## src/common/pcg_pkg.sv

```systemverilog
// Package for the clock generator controller: register map, field
// positions, reset values and timing figures.
// Assumes a 32-bit byte-addressed register port driven by the core.
package pcg_pkg;

  // Register byte addresses
  localparam logic [31:0] ADDR_CSR   = 32'h01b7c100;
  localparam logic [31:0] ADDR_MULT  = 32'h01b7c110;
  localparam logic [31:0] ADDR_DIV0  = 32'h01b7c114;
  localparam logic [31:0] ADDR_DIV1  = 32'h01b7c118;
  localparam logic [31:0] ADDR_DIV2  = 32'h01b7c11c;
  localparam logic [31:0] ADDR_DIV3  = 32'h01b7c120;

  // Control/status field positions
  localparam int CSR_PATH_BIT   = 0;
  localparam int CSR_PWRDN_BIT  = 1;
  localparam int CSR_RESET_BIT  = 3;
  localparam int CSR_STABLE_BIT = 6;

  // Divider register field positions
  localparam int DIV_EN_BIT     = 15;
  localparam int RATIO_W        = 5;

  // Reset values
  localparam logic       RST_PATH_SEL = 1'b0;
  localparam logic       RST_PWRDN    = 1'b0;
  localparam logic       RST_PLL_RST  = 1'b1;
  localparam logic [4:0] RST_MULT     = 5'h07;
  localparam logic [4:0] RST_DIV0     = 5'h00;
  localparam logic [4:0] RST_DIV1     = 5'h00;
  localparam logic [4:0] RST_DIV2     = 5'h01;
  localparam logic [4:0] RST_DIV3     = 5'h01;
  localparam logic       RST_DIV_EN   = 1'b1;

  // Clock-stable counter length in input clock cycles
  localparam int STABLE_CYCLES  = 4096;

endpackage

```

## src/hdl/pcg_div.sv

```systemverilog
// Programmable ratio divider working on clock-enable ticks.
// Assumes src_tick comes from logic on mclk; ratio n divides by n+1.
`timescale 1ns/10ps
`default_nettype none

module pcg_div #(
  parameter int RW = 5                  // Ratio field width
) (
  input  wire logic          mclk,
  input  wire logic          rst_b,
  input  wire logic          src_tick,
  input  wire logic          enable,
  input  wire logic [RW-1:0] ratio,
  output logic               tick_q
);

  generate
    if (RW < 1) begin : g_chk
      $error("pcg_div: ratio width must be at least one");
    end
  endgenerate

  logic [RW-1:0] cnt_q;                 // Source ticks seen this period
  logic [RW-1:0] cnt_d;
  logic          tick_d;

  //////////////////////////////////////////////////////////////////////
  // Next-state: count source ticks, pulse when the count reaches ratio
  always_comb begin
    cnt_d  = cnt_q;
    tick_d = 1'b0;
    if (!enable) begin
      cnt_d = '0;
    end else if (src_tick) begin
      // Ratio n divides by n+1
      // Compare with >= so a smaller ratio written mid-count takes hold
      if (cnt_q >= ratio) begin
        cnt_d  = '0;
        tick_d = 1'b1;
      end else begin
        cnt_d = cnt_q + 1'b1;
      end
    end
  end

  // Registers only
  always_ff @(posedge mclk or negedge rst_b) begin
    if (!rst_b) begin
      cnt_q  <= '0;
      tick_q <= 1'b0;
    end else begin
      cnt_q  <= cnt_d;
      tick_q <= tick_d;
    end
  end

endmodule

`default_nettype wire

```

## src/hdl/pcg_ctrl.sv

```systemverilog
// Clock generator controller: bypass/PLL path select, prescaler,
// multiplier setting and three post-dividers producing clock ticks.
// Assumes mclk is the input reference clock; the analog PLL sits
// outside and returns its output as a one-cycle tick on mclk.
`timescale 1ns/10ps
`default_nettype none

module pcg_ctrl #(
  parameter int STABLE_CYCLES = pcg_pkg::STABLE_CYCLES
) (
  input  wire logic        mclk,
  input  wire logic        rst_b,
  input  wire logic        reg_wr,
  input  wire logic        reg_rd,
  input  wire logic [31:0] reg_addr,
  input  wire logic [31:0] reg_wdata,
  output logic [31:0]      reg_rdata_q,
  output logic             reg_rvalid_q,
  input  wire logic        pll_output_tick,
  input  wire logic        memory_clock_source,
  input  wire logic        external_memory_clock_pin,
  output logic             pll_reference_tick_q,
  output logic             pll_reset_ctl_q,
  output logic             pll_power_down_q,
  output logic [4:0]       multiplier_select_q,
  output logic             core_clock_tick_q,
  output logic             periph_bus_clock_tick_q,
  output logic             memory_if_clock_tick_q,
  output logic             periph_clock_out_pin_q
);

  localparam int SW = $clog2(STABLE_CYCLES + 1);

  generate
    if (STABLE_CYCLES < 1) begin : g_chk
      $error("pcg_ctrl: STABLE_CYCLES must be at least one");
    end
  endgenerate

  //////////////////////////////////////////////////////////////////////
  // Register state
  logic             path_sel_q, path_sel_d;       // PLL path select
  logic             pll_rst_d, pwrdn_d;
  logic [4:0]       mult_d;
  logic [4:0]       ratio_q [4];                  // Per divider ratio
  logic [4:0]       ratio_d [4];
  logic             den_q   [4];                  // Per divider enable
  logic             den_d   [4];
  logic [31:0]      rdata_d;
  logic             div_tick [4];                 // Divider outputs
  logic [31:0]      div_addr [4];

  assign div_addr[0] = pcg_pkg::ADDR_DIV0;
  assign div_addr[1] = pcg_pkg::ADDR_DIV1;
  assign div_addr[2] = pcg_pkg::ADDR_DIV2;
  assign div_addr[3] = pcg_pkg::ADDR_DIV3;

  // Stable counter state
  logic [SW-1:0]    stab_cnt_q, stab_cnt_d;
  logic             stable_q, stable_d;

  //////////////////////////////////////////////////////////////////////
  // Next register values and read mux; writes land any time
  always_comb begin
    path_sel_d = path_sel_q;
    pll_rst_d  = pll_reset_ctl_q;
    pwrdn_d    = pll_power_down_q;
    mult_d     = multiplier_select_q;
    for (int i = 0; i < 4; i++) begin
      ratio_d[i] = ratio_q[i];
      den_d[i]   = den_q[i];
    end
    rdata_d = 32'h0000_0000;              // Unmapped reads give zero
    if (reg_wr) begin
      if (reg_addr == pcg_pkg::ADDR_CSR) begin
        path_sel_d = reg_wdata[pcg_pkg::CSR_PATH_BIT];
        pwrdn_d    = reg_wdata[pcg_pkg::CSR_PWRDN_BIT];
        pll_rst_d  = reg_wdata[pcg_pkg::CSR_RESET_BIT];
      end
      if (reg_addr == pcg_pkg::ADDR_MULT) begin
        // Unsupported codes are stored as written; software avoids them
        mult_d = reg_wdata[4:0];
      end
      for (int i = 0; i < 4; i++) begin
        if (reg_addr == div_addr[i]) begin
          ratio_d[i] = reg_wdata[pcg_pkg::RATIO_W-1:0];
          den_d[i]   = reg_wdata[pcg_pkg::DIV_EN_BIT];
        end
      end
    end
    if (reg_addr == pcg_pkg::ADDR_CSR) begin
      rdata_d[pcg_pkg::CSR_PATH_BIT]   = path_sel_q;
      rdata_d[pcg_pkg::CSR_PWRDN_BIT]  = pll_power_down_q;
      rdata_d[pcg_pkg::CSR_RESET_BIT]  = pll_reset_ctl_q;
      rdata_d[pcg_pkg::CSR_STABLE_BIT] = stable_q;
    end
    if (reg_addr == pcg_pkg::ADDR_MULT) begin
      rdata_d[4:0] = multiplier_select_q;
    end
    for (int i = 0; i < 4; i++) begin
      if (reg_addr == div_addr[i]) begin
        rdata_d[pcg_pkg::RATIO_W-1:0]  = ratio_q[i];
        rdata_d[pcg_pkg::DIV_EN_BIT]   = den_q[i];
      end
    end
  end

  // Register file flops
  always_ff @(posedge mclk or negedge rst_b) begin
    if (!rst_b) begin
      path_sel_q          <= pcg_pkg::RST_PATH_SEL;
      pll_reset_ctl_q     <= pcg_pkg::RST_PLL_RST;
      pll_power_down_q    <= pcg_pkg::RST_PWRDN;
      multiplier_select_q <= pcg_pkg::RST_MULT;
      ratio_q[0]          <= pcg_pkg::RST_DIV0;
      ratio_q[1]          <= pcg_pkg::RST_DIV1;
      ratio_q[2]          <= pcg_pkg::RST_DIV2;
      ratio_q[3]          <= pcg_pkg::RST_DIV3;
      for (int i = 0; i < 4; i++) begin
        den_q[i] <= pcg_pkg::RST_DIV_EN;
      end
      reg_rdata_q         <= 32'h0000_0000;
      reg_rvalid_q        <= 1'b0;
    end else begin
      path_sel_q          <= path_sel_d;
      pll_reset_ctl_q     <= pll_rst_d;
      pll_power_down_q    <= pwrdn_d;
      multiplier_select_q <= mult_d;
      for (int i = 0; i < 4; i++) begin
        ratio_q[i] <= ratio_d[i];
        den_q[i]   <= den_d[i];
      end
      reg_rdata_q         <= reg_rd ? rdata_d : reg_rdata_q;
      reg_rvalid_q        <= reg_rd;
    end
  end

  //////////////////////////////////////////////////////////////////////
  // Clock-stable counter; runs once after reset
  always_comb begin
    stab_cnt_d = stab_cnt_q;
    stable_d   = stable_q;
    if (!stable_q) begin
      if (stab_cnt_q == SW'(STABLE_CYCLES - 1)) begin
        stable_d = 1'b1;
      end else begin
        stab_cnt_d = stab_cnt_q + 1'b1;
      end
    end
  end

  // Stable counter flops
  always_ff @(posedge mclk or negedge rst_b) begin
    if (!rst_b) begin
      stab_cnt_q <= '0;
      stable_q   <= 1'b0;
    end else begin
      stab_cnt_q <= stab_cnt_d;
      stable_q   <= stable_d;
    end
  end

  //////////////////////////////////////////////////////////////////////
  // Divider chain: prescaler on input clock, post-dividers on system ref
  logic sys_ref_tick;                   // High-frequency reference tick

  assign sys_ref_tick = path_sel_q ? pll_output_tick : 1'b1;

  genvar g;
  generate
    for (g = 0; g < 4; g++) begin : g_div
      // Prescaler runs on every input clock
      pcg_div #(.RW(pcg_pkg::RATIO_W)) u_div (
        .mclk     (mclk),
        .rst_b    (rst_b),
        .src_tick ((g == 0) ? 1'b1 : sys_ref_tick),
        .enable   (den_q[g]),
        .ratio    (ratio_q[g]),
        .tick_q   (div_tick[g])
      );
    end
  endgenerate

  assign pll_reference_tick_q    = div_tick[0];
  assign core_clock_tick_q       = div_tick[1];
  assign periph_bus_clock_tick_q = div_tick[2];

  //////////////////////////////////////////////////////////////////////
  // External memory clock pin: two-flop sync, then rising-edge detect
  logic ext_s1_q, ext_s2_q, ext_s3_q;
  logic ext_s1_d, ext_s2_d, ext_s3_d;
  logic mem_tick_d, pin_d;

  always_comb begin
    ext_s1_d   = external_memory_clock_pin;
    ext_s2_d   = ext_s1_q;
    ext_s3_d   = ext_s2_q;
    if (memory_clock_source) begin
      mem_tick_d = ext_s2_q & ~ext_s3_q;
    end else begin
      mem_tick_d = div_tick[3];
    end
    pin_d = periph_clock_out_pin_q ^ div_tick[2];
  end

  // Sync, memory tick and pin flops
  always_ff @(posedge mclk or negedge rst_b) begin
    if (!rst_b) begin
      ext_s1_q               <= 1'b0;
      ext_s2_q               <= 1'b0;
      ext_s3_q               <= 1'b0;
      memory_if_clock_tick_q <= 1'b0;
      periph_clock_out_pin_q <= 1'b0;
    end else begin
      ext_s1_q               <= ext_s1_d;
      ext_s2_q               <= ext_s2_d;
      ext_s3_q               <= ext_s3_d;
      memory_if_clock_tick_q <= mem_tick_d;
      periph_clock_out_pin_q <= pin_d;
    end
  end

endmodule

`default_nettype wire

```

## config.mk

```make
export PLATFORM = sky130hd
export DESIGN_NAME = pcg_ctrl
export DESIGN_NICKNAME = d
export VERILOG_FILES = /design/src/common/pcg_pkg.sv /design/src/hdl/pcg_div.sv /design/src/hdl/pcg_ctrl.sv
export SDC_FILE = /design/constraint.sdc
export NUM_CORES = 1
export LEC_CHECK = 0
export ABC_AREA = 0
export BUFFER_PORTS_ARGS = -buffer_cell sky130_fd_sc_hd__buf_2
export CAP_MARGIN = 30
export CORE_ASPECT_RATIO = 1.4
export CORE_MARGIN = 2
export CORE_UTILIZATION = 57
export CTS_BUF_LIST = sky130_fd_sc_hd__clkbuf_16
export CTS_CLUSTER_SIZE = 30
export DETAILED_ROUTE_END_ITERATION = 8
export PLACE_DENSITY = 0.94
export SKIP_LAST_GASP = 1
export SYNTH_ARGS = -nofsm -noshare
export SYNTH_HDL_FRONTEND = slang
export SYNTH_SLANG_ARGS = --single-unit
```

## constraint.sdc

```tcl
create_clock -name mclk -period 4.9 [get_ports mclk]
set_input_delay 0.98 -clock mclk [delete_from_list [all_inputs] [get_ports mclk]]
set_output_delay 0.98 -clock mclk [all_outputs]
set_load 0.01 [all_outputs]
```

==> impl_metrics.yaml <==
route:
  firstDrtPassIters: 4
  antenna_left: 0
  vias: 3410
  drt_iter0_drc: 207
  viasPerCell: 5.674
  drc: 0
  wl_um: 10150
  avgRoutedWirePerCell_um: 16.89
power_and_ir_drop:
  pwr-share-clk_pct: 48.2
  internal_power_mw: 1.148
  p_per_area_nw_per_um2: 283.3
  p_switching_mw: 0.3048
  seqPwrFrac_pct: 47.4
  leakage_nw: 2.528
  p_comb_share_pct: 4.4
  swShare_pct: 20.98
  ir_drop_mv: 0.3662
timing:
  finalHoldViolations: 0
  grt_setup_unrepaired: "no"
  setup_viol: 0
  skew_ns: 0.005445
  slew_headroom_pct: 66.06
  fin_tns_setup_ns: 0
  min_period_ns: 2.632
  report.final.slew_viol_count: 0
  tightest_slew_ns: 0.5081
  fmax_ghz: 0.3800
  period_share_pct: 53.71
yosys:
  synthTopCellsByArea: "dfrtp_1, ha_1, dfstp_2, buf_4, o21ai_0"
  synth_seq_area_share_pct: 46.39
  synth_mux_area_share_pct: 8.944
  yosys.area_share.simple_pct: 15.00
  synthXorXnorAreaFrac_pct: 3.889
  synth_seq_cells: 83
  ys_warn_count: 0
  yosys.area.top_type: "dfrtp_1"
  yosysTopAreaCellShare_pct: 40.56
  synthTopCellsByCount: "dfrtp_1, inv_1, o21ai_0"
  synth_area_um2: 4504
  synthAdderAreaFrac_pct: 6.944
  ys.flop_type: "dfrtp_1"
  synth-edff-count: 0
  ys_types: 52
  synthCells: 431
  synth-compound-area-share_pct: 9.972
  synthArstFlopShare_pct: 100.0
  synth.avg_cell_area_um2: 10.45
  yosysMostFrequentCell: "dfrtp_1"
  synth_top_family_by_area: "simple AND/OR/NAND/NOR gates"
cts:
  ctsResizeCount: 0
  clock_path_buffers: 2
  cts-hold-fix-buffers: 0
  cts_buffers: 9
  post_cts.repair.setup_buffers: 0
  clk_transition_reported_paths_ns: 0.06
  cts_root_buf: "clkbuf_16"
  htree_levels: 3
  cts_tree: "yes"
  clk_latency_ns: 0.34
  clkSinkCount: 83
worst_setup_path:
  cp.arrival_ns: 2.85
  crit_family: "simple AND/OR/NAND/NOR gates"
  path_buf_inv: 2
  crit_path_start_kind: "input pin"
  setup.worst_path.end: "ratio_q[16]"
  regToRegSetupSlack_ns: 2.64
  r2r_end: "g_div[3].u_div.cnt_q[2]"
  critPathSlowestCell: "and3_1"
  worst-path-stages: 8
  worstReg2RegStart: "ratio_q[0]"
  required_ns: 5.12
  cpPeakStageDelay_ns: 0.37
  cp_cell_sequence: "buf_2 > nor4_2 > nand2_1 > nor4_2 > buf_4 > and2_4 > and3_1 > mux2_4"
  path_max_fanout: 12
  startpoint: "reg_addr[28]"
  cp-end-kind: "flip-flop"
  crit_type: "in2reg"
  reg2reg_depth: 7
  cpMostUsedCell: "nor4_2"
grt:
  antenna_found_initial: 1
  grt_start_max_net_pins: 84
  grt_pass1_vias: 3468
  grt_pass1_wl_um: 16510
  track_usage_pct: 25.18
  grt_overflow_total: 0
layout:
  drive_gt1_share_pct: 25.00
  layout.nets: 592
  fin_util_pct: 66.57
  area_delta_synth_final_pct: 13.83
  fin_area_um2: 5127
  fillers: 564
placement:
  place_hpwl_um: 7454
  post_dp_cell_area_um2: 4790
  port-buffer-count: 64
  finalWeightedCongestion: 0.8978
floorplanning:
  row_count: 38
  fp.dieW_um: 79.13
  initial_core_util_pct: 58.48
  io_pins: 116
  core_area_um2: 7702
  die_h_um: 109.2
  die-area_um2: 8639
run:
  maxCapViolations: 0
outcome:
  outcome: "finished, final reports clean"
min_path:
  hold_path_class: "reg2reg"
layout make-up:
class                      instances  area [um^2]  share of cell area, %
clock buffer                       9        225.2                  4.392
clock inverter                     6        82.58                  1.611
multi-input combinational        300         2110                  41.14
antenna                            1        2.502                0.04880
sequential                        83         2090                  40.75
tap                              100        125.1                  2.440
timing repair buffer              66        357.8                  6.979
inverter                          36        135.1                  2.635
state kept, by name, summed over array words and instances (netlist names), 4 cells and up:
signal,flops
den_q,4
g_div.u_div.cnt_q,20
g_div.u_div.tick_q,4
multiplier_select_q,5
ratio_q,20
reg_rdata_q,7
stab_cnt_q,13
layout by cell type, fill, tap and decap left out, types with 7 or more instances in the layout:
cell / synthesis / layout
o21ai_0: 33 / 33
a21oi_1: 15 / 15
dfstp_2: 10 / 10
nor2_1: 23 / 23
nand3_1: 22 / 22
inv_1: 36 / 37
nand2_1: 32 / 32
conb_1: 1 / 25
clkbuf_16: 0 / 9
and3_1: 7 / 7
ha_1: 25 / 25
buf_2: 3 / 63
dfrtp_1: 73 / 73
xor2_1: 12 / 12
mux2_2: 12 / 12
mux2_4: 10 / 10
xnor2_1: 8 / 8
worst reg2reg max path, cell delays in order (launching register included):
cell and delay [ns]:
dfstp_2 0.56, ha_1 0.22, nand2b_1 0.15, a211o_1 0.30, a31o_2 0.24, a211oi_1 0.42, a21oi_1 0.14, mux2i_1 0.15
worst min-delay path by stage:
stage               depth (start not counted)      from  slack, ns       end
floorplan                                   0  ext_s1_q       0.33  ext_s2_q
global placement                            0  ext_s1_q       0.34  ext_s2_q
detailed placement                          0  ext_s1_q       0.34  ext_s2_q
CTS                                         0  ext_s1_q       0.36  ext_s2_q
global route                                0  ext_s1_q       0.38  ext_s2_q
finish                                      0  ext_s1_q       0.36  ext_s2_q
routing by layer:
metal	global-route usage (%)	vias to the layer above	part of all wire, %
met1	28.52	1686	37
met2	42.74	124	54
met4	15.15	0	4.2
li1	-	1568	-
met5	0	-	0
met3	6.209	32	4.9
power by group through the flow:
stage	sequential (mW)	clock, mW	combinational (mW)
after floorplan	0.701	0	0.0348
after global placement	0.700	0	0.0579
after detailed placement	0.701	0	0.0600
after CTS	0.688	0.708	0.0604
after global routing	0.688	0.736	0.0703
final	0.688	0.700	0.0640
kinds of logic (layout without fill, tap and decap cells):
logic type | Yosys count | in the layout
simple gates | 124 | 124
buf+inv | 72 | 117
flops | 83 | 83
compound gates | 73 | 73
mux | 33 | 33
xor+xnor | 20 | 20
other cells | 1 | 26
fa+ha+maj | 25 | 25
metrics by stage:
step | hold WS (ns) | worst slack (ns) | cells | total power, mW
4_1_cts | 0.3608 | 2.264 | 599 | 1.457
2_1_floorplan | 0.3312 | 2.382 | 455 | 0.7358
3_3_place_gp | 0.3380 | 1.984 | 584 | 0.7584
3_5_place_dp | 0.3443 | 1.913 | 584 | 0.7605
6_report | 0.3573 | 2.268 | 601 | 1.453
5_1_grt | 0.3759 | 2.165 | 601 | 1.495
No activity file was read; power rests on OpenSTA's default activity.
